$ cat src/input_capture_consts.svh
`ifndef INPUT_CAPTURE_CONSTS_SVH
`define INPUT_CAPTURE_CONSTS_SVH
// ==========================================================
// register byte offsets
`define IC_OFF_CTRL 12'h000
`define IC_OFF_BUF 12'h004
`define IC_OFF_STAT 12'h008
`define IC_OFF_MASK 12'h00c
// ==========================================================
// control register field positions
`define IC_POS_HALT 13
`define IC_POS_TSEL 7
`define IC_POS_ICI 5
`define IC_POS_OVF 4
`define IC_POS_BNE 3
`define IC_POS_MODE 0
// ==========================================================
// capture mode codes
`define IC_MODE_OFF 3'h0
`define IC_MODE_EDGE 3'h1
`define IC_MODE_FALL 3'h2
`define IC_MODE_RISE 3'h3
`define IC_MODE_PRE4 3'h4
`define IC_MODE_PRE16 3'h5
`define IC_MODE_UNUSED 3'h6
`define IC_MODE_WAKE 3'h7
// ==========================================================
// counts and reset values
`define IC_PRE4_LAST 4'h3
`define IC_PRE16_LAST 4'hf
`define IC_FIFO_DEPTH 3'h4
`define IC_CTRL_RST 7'h00
`define IC_IRQ_RST 3'h0
`endif

$ cat src/input_capture_pkg.sv
package input_capture_pkg;
  // writable control fields
  typedef struct packed {
    logic halt;
    logic tsel;
    logic [1:0] ici;
    logic [2:0] mode;
  } ctrl_t;
  // edges seen on the synchronised pin
  typedef struct packed {
    logic rise;
    logic fall;
  } pin_edge_t;
  // interrupt status and mask layout, bit 2 downward
  typedef struct packed {
    logic wake;
    logic ovf;
    logic cap;
  } irq_t;
  typedef enum {IDX_CTRL, IDX_BUF, IDX_STAT, IDX_MASK, IDX_NONE} reg_idx_t;
endpackage

$ cat src/capture_edge_detect.sv
`timescale 1ns/1ps
// ==========================================================
// pin synchroniser and edge detector
module capture_edge_detect (
  input wire logic clk_i,
  input wire logic nrst_i,
  input wire logic en_i,
  input wire logic pin_i,
  output input_capture_pkg::pin_edge_t edge_o
);
  logic sync1_q;
  logic sync2_q;
  logic last_q;

  // two flops against metastability, third for the edge
  always_ff @(posedge clk_i) begin
    if (!nrst_i) begin
      sync1_q <= 1'b0;
      sync2_q <= 1'b0;
      last_q <= 1'b0;
    end else if (en_i) begin
      sync1_q <= pin_i;
      sync2_q <= sync1_q;
      last_q <= sync2_q;
    end
  end

  // one-cycle edge pulses
  assign edge_o.rise = sync2_q & ~last_q;
  assign edge_o.fall = ~sync2_q & last_q;
endmodule

$ cat src/capture_fifo.sv
`timescale 1ns/1ps
`include "input_capture_consts.svh"
// ==========================================================
// four-word capture buffer, oldest first
module capture_fifo (
  input wire logic clk_i,
  input wire logic nrst_i,
  input wire logic en_i,
  input wire logic clear_i,
  input wire logic push_i,
  input wire logic [15:0] data_i,
  input wire logic pop_i,
  output logic [15:0] head_o,
  output logic [2:0] count_o,
  output logic full_o,
  output logic empty_o
);
  logic [15:0] mem_q [0:3];
  logic [1:0] wp_q;
  logic [1:0] rp_q;
  logic [2:0] count_q;
  logic do_push;
  logic do_pop;

  // push into a full buffer is dropped; caller flags it
  assign do_push = push_i & ~full_o & ~clear_i;
  assign do_pop = pop_i & ~empty_o & ~clear_i;

  // storage carries no reset, only the pointers do
  always_ff @(posedge clk_i) begin
    if (en_i && do_push) begin
      mem_q[wp_q] <= data_i;
    end
  end

  // pointers and fill level
  always_ff @(posedge clk_i) begin
    if (!nrst_i || (en_i && clear_i)) begin
      wp_q <= 2'h0;
      rp_q <= 2'h0;
      count_q <= 3'h0;
    end else if (en_i) begin
      if (do_push) begin
        wp_q <= wp_q + 2'h1;
      end
      if (do_pop) begin
        rp_q <= rp_q + 2'h1;
      end
      count_q <= count_q + {2'h0, do_push} - {2'h0, do_pop};
    end
  end

  assign head_o = empty_o ? 16'h0000 : mem_q[rp_q];
  assign count_o = count_q;
  assign full_o = (count_q == `IC_FIFO_DEPTH);
  assign empty_o = (count_q == 3'h0);
endmodule

$ cat src/input_capture_channel.sv
// The placing of the registers and the APB slave port are this design's own decisions.
`timescale 1ns/1ps
`include "input_capture_consts.svh"
// ==========================================================
// input capture channel with apb register access
module input_capture_channel (
  input wire logic CLOCK_I,
  input wire logic NRST_I,
  input wire logic CLK_EN_I,
  input wire logic PSEL_I,
  input wire logic PENABLE_I,
  input wire logic PWRITE_I,
  input wire logic [11:0] PADDR_I,
  input wire logic [31:0] PWDATA_I,
  output logic [31:0] PRDATA_O,
  output logic PREADY_O,
  output logic PSLVERR_O,
  input wire logic CAPTURE_INPUT_PIN_I,
  input wire logic [15:0] TIMER_A_COUNT_I,
  input wire logic [15:0] TIMER_B_COUNT_I,
  input wire logic CPU_IDLE_I,
  input wire logic CPU_SLEEP_I,
  output logic IRQ_O,
  output logic WAKE_O
);
  // ==========================================================
  // declarations
  input_capture_pkg::ctrl_t ctrl_q;
  input_capture_pkg::irq_t stat_q;
  input_capture_pkg::irq_t stat_d;
  input_capture_pkg::irq_t stat_set;
  input_capture_pkg::irq_t stat_clr;
  input_capture_pkg::irq_t mask_q;
  input_capture_pkg::irq_t mask_d;
  input_capture_pkg::pin_edge_t pin_edge;
  input_capture_pkg::reg_idx_t idx;
  logic ovf_q;
  logic [3:0] pre_q;
  logic [1:0] per_q;
  logic pready_q;
  logic pslverr_q;
  logic [31:0] prdata_q;
  logic irq_q;
  logic wake_q;
  logic access;
  logic rd_latch;
  logic wr_en;
  logic mode_off;
  logic capture_mode;
  logic low_power;
  logic run;
  logic cap_evt;
  logic cap_push;
  logic ovf_evt;
  logic cap_irq_evt;
  logic wake_evt;
  logic pop;
  logic [3:0] pre_last;
  logic [15:0] cap_value;
  logic [15:0] fifo_head;
  logic [2:0] fifo_count;
  logic fifo_full;
  logic fifo_empty;
  logic [31:0] rd_value;

  // shared by the read mux and the write strobes
  function automatic input_capture_pkg::reg_idx_t decode_addr(input logic [11:0] a);
    case (a)
      `IC_OFF_CTRL: decode_addr = input_capture_pkg::IDX_CTRL;
      `IC_OFF_BUF: decode_addr = input_capture_pkg::IDX_BUF;
      `IC_OFF_STAT: decode_addr = input_capture_pkg::IDX_STAT;
      `IC_OFF_MASK: decode_addr = input_capture_pkg::IDX_MASK;
      default: decode_addr = input_capture_pkg::IDX_NONE;
    endcase
  endfunction

  // ==========================================================
  // submodules
  capture_edge_detect u_edge (
    .clk_i(CLOCK_I),
    .nrst_i(NRST_I),
    .en_i(CLK_EN_I),
    .pin_i(CAPTURE_INPUT_PIN_I),
    .edge_o(pin_edge)
  );

  capture_fifo u_fifo (
    .clk_i(CLOCK_I),
    .nrst_i(NRST_I),
    .en_i(CLK_EN_I),
    .clear_i(mode_off),
    .push_i(cap_push),
    .data_i(cap_value),
    .pop_i(pop),
    .head_o(fifo_head),
    .count_o(fifo_count),
    .full_o(fifo_full),
    .empty_o(fifo_empty)
  );

  // ==========================================================
  // bus decode
  // data is latched in the first access cycle, so buffer pops happen there
  assign idx = decode_addr(PADDR_I);
  assign access = PSEL_I & PENABLE_I;
  assign rd_latch = access & ~pready_q & ~PWRITE_I;
  assign wr_en = access & pready_q & PWRITE_I;
  assign pop = rd_latch & (idx == input_capture_pkg::IDX_BUF);

  // ==========================================================
  // capture qualification
  assign mode_off = (ctrl_q.mode == `IC_MODE_OFF) || (ctrl_q.mode == `IC_MODE_UNUSED);
  assign capture_mode = ~mode_off && (ctrl_q.mode != `IC_MODE_WAKE);
  assign low_power = CPU_IDLE_I | CPU_SLEEP_I;
  assign run = capture_mode & ~(CPU_IDLE_I & ctrl_q.halt);
  assign pre_last = (ctrl_q.mode == `IC_MODE_PRE16) ? `IC_PRE16_LAST : `IC_PRE4_LAST;

  // event selection per mode
  always_comb begin
    cap_evt = 1'b0;
    unique case (ctrl_q.mode)
      `IC_MODE_EDGE: cap_evt = pin_edge.rise | pin_edge.fall;
      `IC_MODE_FALL: cap_evt = pin_edge.fall;
      `IC_MODE_RISE: cap_evt = pin_edge.rise;
      `IC_MODE_PRE4,
      `IC_MODE_PRE16: cap_evt = pin_edge.rise & (pre_q == pre_last);
      default: cap_evt = 1'b0;
    endcase
    cap_evt = cap_evt & run;
  end

  assign cap_value = ctrl_q.tsel ? TIMER_A_COUNT_I : TIMER_B_COUNT_I;
  assign cap_push = cap_evt & ~fifo_full;
  assign ovf_evt = cap_evt & fifo_full;
  assign cap_irq_evt = cap_evt & ((ctrl_q.mode == `IC_MODE_EDGE) || (per_q == ctrl_q.ici));
  assign wake_evt = low_power &
                    (((ctrl_q.mode == `IC_MODE_WAKE) & pin_edge.rise) | cap_evt);

  // ==========================================================
  // prescaler for the 4th and 16th rising edge modes
  always_ff @(posedge CLOCK_I) begin
    if (!NRST_I) begin
      pre_q <= 4'h0;
    end else if (CLK_EN_I) begin
      if (ctrl_q.mode != `IC_MODE_PRE4 && ctrl_q.mode != `IC_MODE_PRE16) begin
        pre_q <= 4'h0;
      end else if (run && pin_edge.rise) begin
        pre_q <= (pre_q == pre_last) ? 4'h0 : pre_q + 4'h1;
      end
    end
  end

  // captures-per-interrupt counter, idle in both-edge mode
  always_ff @(posedge CLOCK_I) begin
    if (!NRST_I) begin
      per_q <= 2'h0;
    end else if (CLK_EN_I) begin
      if (mode_off || ctrl_q.mode == `IC_MODE_EDGE) begin
        per_q <= 2'h0;
      end else if (cap_evt) begin
        per_q <= (per_q == ctrl_q.ici) ? 2'h0 : per_q + 2'h1;
      end
    end
  end

  // ==========================================================
  // control and overflow state
  always_ff @(posedge CLOCK_I) begin
    if (!NRST_I) begin
      ctrl_q <= `IC_CTRL_RST;
    end else if (CLK_EN_I && wr_en && idx == input_capture_pkg::IDX_CTRL) begin
      ctrl_q.halt <= PWDATA_I[`IC_POS_HALT];
      ctrl_q.tsel <= PWDATA_I[`IC_POS_TSEL];
      ctrl_q.ici <= PWDATA_I[`IC_POS_ICI +: 2];
      ctrl_q.mode <= PWDATA_I[`IC_POS_MODE +: 3];
    end
  end

  always_ff @(posedge CLOCK_I) begin
    if (!NRST_I) begin
      ovf_q <= 1'b0;
    end else if (CLK_EN_I) begin
      if (mode_off) begin
        ovf_q <= 1'b0;
      end else if (ovf_evt) begin
        ovf_q <= 1'b1;
      end
    end
  end

  // ==========================================================
  // interrupt status, mask and outputs
  // set beats a simultaneous write-one clear
  assign stat_set = '{wake: wake_evt, ovf: ovf_evt, cap: cap_irq_evt};
  assign stat_clr = (wr_en && idx == input_capture_pkg::IDX_STAT) ? PWDATA_I[2:0] : `IC_IRQ_RST;
  assign stat_d = (stat_q & ~stat_clr) | stat_set;
  assign mask_d = (wr_en && idx == input_capture_pkg::IDX_MASK) ? PWDATA_I[2:0] : mask_q;

  always_ff @(posedge CLOCK_I) begin
    if (!NRST_I) begin
      stat_q <= `IC_IRQ_RST;
      mask_q <= `IC_IRQ_RST;
      irq_q <= 1'b0;
      wake_q <= 1'b0;
    end else if (CLK_EN_I) begin
      stat_q <= stat_d;
      mask_q <= mask_d;
      irq_q <= |(stat_d & mask_d);
      wake_q <= wake_evt;
    end
  end

  // ==========================================================
  // apb read data and handshake, one wait state per access
  always_comb begin
    rd_value = 32'h0000_0000;
    unique case (idx)
      input_capture_pkg::IDX_CTRL: begin
        rd_value[`IC_POS_HALT] = ctrl_q.halt;
        rd_value[`IC_POS_TSEL] = ctrl_q.tsel;
        rd_value[`IC_POS_ICI +: 2] = ctrl_q.ici;
        rd_value[`IC_POS_OVF] = ovf_q;
        rd_value[`IC_POS_BNE] = ~fifo_empty;
        rd_value[`IC_POS_MODE +: 3] = ctrl_q.mode;
      end
      input_capture_pkg::IDX_BUF: rd_value[15:0] = fifo_head;
      input_capture_pkg::IDX_STAT: rd_value[2:0] = stat_q;
      input_capture_pkg::IDX_MASK: rd_value[2:0] = mask_q;
      input_capture_pkg::IDX_NONE: rd_value = 32'h0000_0000;
    endcase
  end

  always_ff @(posedge CLOCK_I) begin
    if (!NRST_I) begin
      pready_q <= 1'b0;
      pslverr_q <= 1'b0;
      prdata_q <= 32'h0000_0000;
    end else if (CLK_EN_I) begin
      pready_q <= access & ~pready_q;
      pslverr_q <= access & ~pready_q & (idx == input_capture_pkg::IDX_NONE);
      prdata_q <= rd_latch ? rd_value : 32'h0000_0000;
    end
  end

  assign PRDATA_O = prdata_q;
  assign PREADY_O = pready_q;
  assign PSLVERR_O = pslverr_q;
  assign IRQ_O = irq_q;
  assign WAKE_O = wake_q;
endmodule

$ cat config.mk
export PLATFORM = sky130hd
export DESIGN_NAME = input_capture_channel
export DESIGN_NICKNAME = d
export VERILOG_FILES = /design/src/input_capture_pkg.sv /design/src/capture_edge_detect.sv /design/src/capture_fifo.sv /design/src/input_capture_channel.sv
export VERILOG_INCLUDE_DIRS = /design/src
export SDC_FILE = /design/constraint.sdc
export NUM_CORES = 1
export LEC_CHECK = 0
export BUFFER_PORTS_ARGS = -buffer_cell sky130_fd_sc_hd__buf_4
export CAP_MARGIN = 20
export CORE_AREA = 2 2 110 112
export DETAILED_ROUTE_END_ITERATION = 16
export DIE_AREA = 0 0 112 114
export GPL_ROUTABILITY_DRIVEN = 0
export MAX_ROUTING_LAYER = met4
export PLACE_DENSITY_LB_ADDON = 0.05
export SLEW_MARGIN = 15
export SYNTH_ARGS = -nofsm -noshare
export SYNTH_HDL_FRONTEND = slang
export SYNTH_HIERARCHICAL = 1
export SYNTH_SLANG_ARGS = --single-unit
$ cat constraint.sdc
create_clock -name CLOCK_I -period 3.1 [get_ports CLOCK_I]
set_input_delay 0.62 -clock CLOCK_I [delete_from_list [all_inputs] [get_ports CLOCK_I]]
set_output_delay 0.62 -clock CLOCK_I [all_outputs]
set_load 0.02 [all_outputs]
======== After elaboration in Yosys (flattened, before gate mapping) ========
Memories as Yosys holds them, arrays and structs flattened. A register that Yosys moved wholly into a read port is not among the register bits.
Cells that the tools add are included.
cells by class
  add/sub/neg operators ................... 6
  eq/ne operators ......................... 24
  multiplexer cells ....................... 25
  bitwise logic cells ..................... 37
  reductions and logical operators ........ 29
operator list
  cell                   count
  $eq A32 B2 Y1 const B  3
  $eq A32 B3 Y1 const B  3
  $logic_not A32 Y1      2
  $mux W16               3
  $eq A32 B1 Y1 const B  1
  $eq A32 B4 Y1 const B  1
  $eq A12 B4 Y1 const B  2
  $and A1 B1 Y1          22
  $mux W4                4
  $eq A3 B3 Y1 const B   5
  $pmux W3 S5            1
  $eq A12 B3 Y1 const B  1
  $logic_not A12 Y1      1
  $mux W2                6
  $pmux W3 S4            1
  $pmux W5 S2            1
  $reduce_and A2 Y1      5
  $logic_and A1 B1 Y1    9
  $ne A3 B3 Y1 const B   3
  $not A1 Y1             8
  $add A2 B1 Y2 const B  3
  $and A3 B3 Y3          2
  $eq A3 B2 Y1 const B   2
  $logic_not A3 Y1       2
  other kinds (19)       30
storage, ports and cells
  flip-flop bits (word level) ............. 66
  RAM bits ................................ 64
  bits of input ports ..................... 85
  output and inout bits ................... 36
  word-level logic and storage cells ...... 146
  memories ................................ 1
memories
  name          depth  width  read ports  clocked after memory_dff  wr ports  RTL line            text
  u_fifo.mem_q  4      16     1           1                         1         capture_fifo.sv:18  logic [15:0] mem_q [0:3];

======== Depth between registers and ports, before layout ========
  word-level depth ........................ 12
  depth in mapped cells ................... 13
  depth with buffers taken out ............ 13

======== Hierarchy ========
Netlist, hierarchy kept.
by module, submodules not included
  module                 times used  cells each  area an instance (um^2)  seq. area each (um^2)
  capture_fifo           1           166         3089.2                   2102.0
  input_capture_channel  1           290         2383.5                   800.8
  capture_edge_detect    1           11          121.4                    60.1

======== Worst setup path before layout ========
No wires, ideal clock.
  path kind ............................... input -> register
  start point ............................. input port PADDR_I[7]
  end point ............................... register u_fifo.count_q[2] (netlist: u_fifo/count_o[2])
  library setup time ...................... 120 ps
  arrival ................................. 3074 ps
  data required time ...................... 2980 ps
  setup slack ............................. -94 ps
  stages on the path ...................... 12
  path buffers ............................ 0
  cells stage by stage .................... nor4_4 nand3_2 nor4_1 o31a_1 nor2b_1 ha_1 inv_1 ha_1 fa_1 xor2_1 and3b_1 o31a_1
between the ends
  longest elaborated chain between the ends .. 7
  elaborated cells between the ends (all ways) .. 10
  those cells by class .................... 1 x add/sub; 4 x eq/ne; 1 x mux; 3 x bitwise; 1 x reduce/logical
RTL lines
  element                                RTL line                      text
  from (decl)                            input_capture_channel.sv:13   input wire logic [11:0] PADDR_I,
  $eq A12 B4 Y1 (tied with other cells)  input_capture_channel.sv:68   case (a)
  $pmux W3 S4 *                          input_capture_channel.sv:68
  $eq A32 B2 Y1 *                        input_capture_channel.sv:108  assign pop = rd_latch & (idx == input_capture_pkg::IDX_BUF);
  $and A1 B1 Y1 *                        input_capture_channel.sv:108
  named net pop                          input_capture_channel.sv:57   logic pop;
  $and A1 B1 Y1 * (2 in series)          capture_fifo.sv:27            assign do_pop = pop_i & ~empty_o & ~clear_i;
  $sub A3 B1 Y3 *                        capture_fifo.sv:49            count_q <= count_q + {2'h0, do_push} - {2'h0, do_pop};
  to (signal assigned)                   capture_fifo.sv:49
  to (decl)                              capture_fifo.sv:21            logic [2:0] count_q;
The timed path passes the listed nets; every way through them passes the cells marked *.
A chain may end at the register's enable or synchronous reset.

======== Worst setup path in the final report ========
  start point ............................. register pre_q[3]
  end point ............................... register u_fifo.count_q[2] (netlist: u_fifo/count_o[2])
between the ends
  longest elaborated chain between the ends .. 9
RTL lines
  element                      RTL line                      text
  from (decl)                  input_capture_channel.sv:38   logic [3:0] pre_q;
  from (signal assigned)       input_capture_channel.sv:148  pre_q <= (pre_q == pre_last) ? 4'h0 : pre_q + 4'h1;
  $eq A4 B4 Y1                 input_capture_channel.sv:126  `IC_MODE_PRE16: cap_evt = pin_edge.rise & (pre_q == pre_last);
  $and A1 B1 Y1                input_capture_channel.sv:126
  $pmux W1 S4                  input_capture_channel.sv:121  unique case (ctrl_q.mode)
  $and A1 B1 Y1                input_capture_channel.sv:129  cap_evt = cap_evt & run;
  $and A1 B1 Y1                input_capture_channel.sv:133  assign cap_push = cap_evt & ~fifo_full;
  named net cap_push           input_capture_channel.sv:53   logic cap_push;
  $and A1 B1 Y1 (2 in series)  capture_fifo.sv:26            assign do_push = push_i & ~full_o & ~clear_i;
  $add A3 B1 Y3                capture_fifo.sv:49
  $sub A3 B1 Y3                capture_fifo.sv:49
The timed path passes the listed nets, and every way through them passes these cells.

==> flow_metrics.tcl <==
set metrics [dict create \
    via_per_inst 5.261 \
    layout.nets 660 \
    ys_ff_latch 116 \
    dp_hpwl_mm 8.263 \
    via_count 3825 \
    synthTopCellsByArea "edfxtp_1 (34%), dfxtp_1 (19%), mux4_2 (5.2%)" \
    ys_warn_count 6 \
    die_area_um2 12770 \
    start_util_pct 47.77 \
    wl_met3_um 540 \
    grt_max_degree 33 \
    wl_per_cell_um 16.49 \
    clock-sinks 116 \
    synth_edf_count 64 \
    multi_input_area_um2 2374 \
    clock.fmax_mhz 338.8 \
    hold_viol 0 \
    cts-buffers-inserted 17 \
    setup_viol 0 \
    fin_ws_ns 0.1485 \
    crit_type "flip-flop to flip-flop" \
    clk_transition_reported_paths_ns 0.05 \
    first_global_vias 3737 \
    wirelength_mm 11.99 \
    post-place-ws_ns -0.1562 \
    top_layer_used "met4" \
    synth.distinct_cells 73 \
    num_rows 40 \
    register_area_um2 2964 \
    synth_area_leader_cell "edfxtp_1" \
    gr-total-overflow 0 \
    tightest_slew_ns 0.7680 \
    n_antenna_cell 0 \
    endpoint_kind "flip-flop" \
    n_fill_cell 983 \
    power_density_nw_per_um2 531.5 \
    route.detailed.drc 0 \
    seq_area_frac_synth_pct 52.96 \
    finalCritPeriodShare_pct 95.21 \
    syn-cell-area_um2 5594 \
    fin_skew_ns 0.006060 \
    synth_cells 467 \
    vdd_ir_drop_max_v 0.0004732 \
    synthDominantCellAreaShare_pct 34.35 \
    io_pins 121 \
    htree_levels 4 \
    fp.coreArea_um2 11710 \
    portBuffers 79 \
    ctsLongestPathBuffers 2 \
    first_pass_iters 4 \
    drtIter0Drc 214 \
    fin_hold_ws_ns 0.4641 \
    cap_violations 0 \
    grt_pass1_wl_mm 19.11 \
    drv_slew 0 \
    synth_area_per_cell_um2 11.98 \
    slew_headroom_pct 48.73 \
    cp_max_fo 3 \
    synth_top_cells_by_count "edfxtp_1 (64), dfxtp_1 (52), nor2_1 (46)" \
    crit_arrival_ns 3.25 \
    min_period_ns 2.952 \
    dieWidth_um 112 \
    synth.most_common_cell "edfxtp_1" \
    outcome "finished, final reports clean" \
    dieHeight_um 114 \
    finalPower_mw 3.699 \
    required_ns 3.39 \
    grt_antenna_before_repair 0 \
    met1_length_mm 5.355 \
    track_usage_pct 20.22 \
    startpoint_type "flip-flop" \
    cts_root_buf "clkbuf_16" \
    clock_latency_ns 0.41 \
    cellLeakagePower_nw 2.647 \
    holdCritPathClass "flip-flop to flip-flop" \
    antenna_left 0 \
    met2_length_mm 6.005 \
    tritoncts "built" \
    drive_gt1_share_pct 32.41 \
    synth_top_flop_cell "edfxtp_1" \
    synthArstFlopShare_pct 0 \
    syn2layout_area_growth_pct 24.42 \
]
==> per-layer routing <==
metal | GRT usage, % | up-vias
met5 | - | -
met4 | 5.935 | 0
met3 | 6.057 | 7
met2 | 32.12 | 90
met1 | 25.37 | 1845
li1 | - | 1883
==> cell families (layout without fill, tap and decap cells) <==
group / count (synthesis) / count (layout) / synth area share [%]
AOI/OAI and AO/OA: 82 / 82 / 9.416
adders and majority gates: 8 / 8 / 1.923
DFF: 116 / 116 / 52.96
muxes: 48 / 48 / 12.75
and+or+nand+nor: 152 / 152 / 15.81
other: 1 / 16 / 0.06703
buffers and inverters: 53 / 151 / 5.972
xor gates and xnor gates: 7 / 7 / 1.096
==> through the flow <==
step	utilization, %	instances	instance area [um^2]	TNS (ns)
floorplan	-	482	5657	0
global placement	54.21	693	6349	-0.1146
detailed placement	54.21	693	6349	-0.1562
CTS	59.18	725	6930	0
global route	59.43	727	6960	-0.02958
finish	59.43	727	6960	0
==> flip-flops by register name, summed over array words and instances (netlist names), named ones only <==
signal          flops
u_fifo/mem_q       64
PRDATA_O           16
ctrl_q              7
pre_q               4
mask_q              3
stat_q              3
u_fifo/count_o      3
per_q               2
u_fifo/rp_q         2
u_fifo/wp_q         2
IRQ_O               1
PREADY_O            1
PSLVERR_O           1
WAKE_O              1
ovf_q               1
u_edge/last_q       1
u_edge/sync1_q      1
u_edge/sync2_q      1
==> final cells by class <==
| class | count | share of cell area [%] |
|---|---|---|
| tap | 147 | 2.642 |
| clock buffer | 22 | 6.813 |
| multi-input combinational | 313 | 34.10 |
| clock inverter | 10 | 1.546 |
| timing repair buffer | 108 | 11.65 |
| inverter | 11 | 0.6651 |
| sequential | 116 | 42.58 |
==> where the power goes <==
part	switching (mW)	internal (mW)
clock	0.666	1.24
combinational	0.0888	0.0785
sequential	0.00303	1.63
==> path summary, 6_finish.rpt <==
check / start / end / slack [ns] / cells past startpoint
setup reg to reg: pre_q[3] / u_fifo/count_o[2] / 0.15 / 12
hold reg to reg: PRDATA_O[1] / PRDATA_O[1] / 0.46 / 2
hold / removal: PRDATA_O[1] / PRDATA_O[1] / 0.46 / 2
setup / recovery: pre_q[3] / u_fifo/count_o[2] / 0.15 / 12
==> cell usage in the layout (no fill, tap or decap), types with 3 or more instances in the layout <==
master	instances
dfxtp_1	51
xor2_1	3
o211ai_1	6
clkinv_4	3
clkinv_1	3
inv_1	8
nor2b_4	5
edfxtp_1	64
buf_4	108
o21ai_1	8
nand3_1	9
a211oi_1	3
clkbuf_8	3
nor3_1	3
conb_1	16
a21oi_1	32
clkinv_2	3
mux2i_1	15
nand2_1	31
ha_1	7
a22oi_1	7
and2_1	3
o21ai_0	3
nand3b_1	3
nand2b_1	4
and3_1	5
nor2b_1	12
mux4_1	3
and2b_1	6
a21boi_0	3
xnor2_1	4
clkbuf_16	17
mux2_2	16
nor2_1	45
and3b_1	3
mux4_2	13
==> worst max-delay path: stages (launching register included) <==
cell	delay, ns
dfxtp_1	0.32
or3_1	0.41
a211oi_2	0.29
o21ai_2	0.11
nor2_2	0.14
nand3b_1	0.09
ha_1	0.28
inv_1	0.04
ha_1	0.18
fa_1	0.38
xor2_1	0.16
and3b_1	0.17
o31a_1	0.26
==> timing repair <==
item                       CTS  global route
resized for setup            0             6
setup endpoints to repair    0             1
hold buffers                 0             0
buffers inserted             0             2
Power figures use the tool's default switching activity.
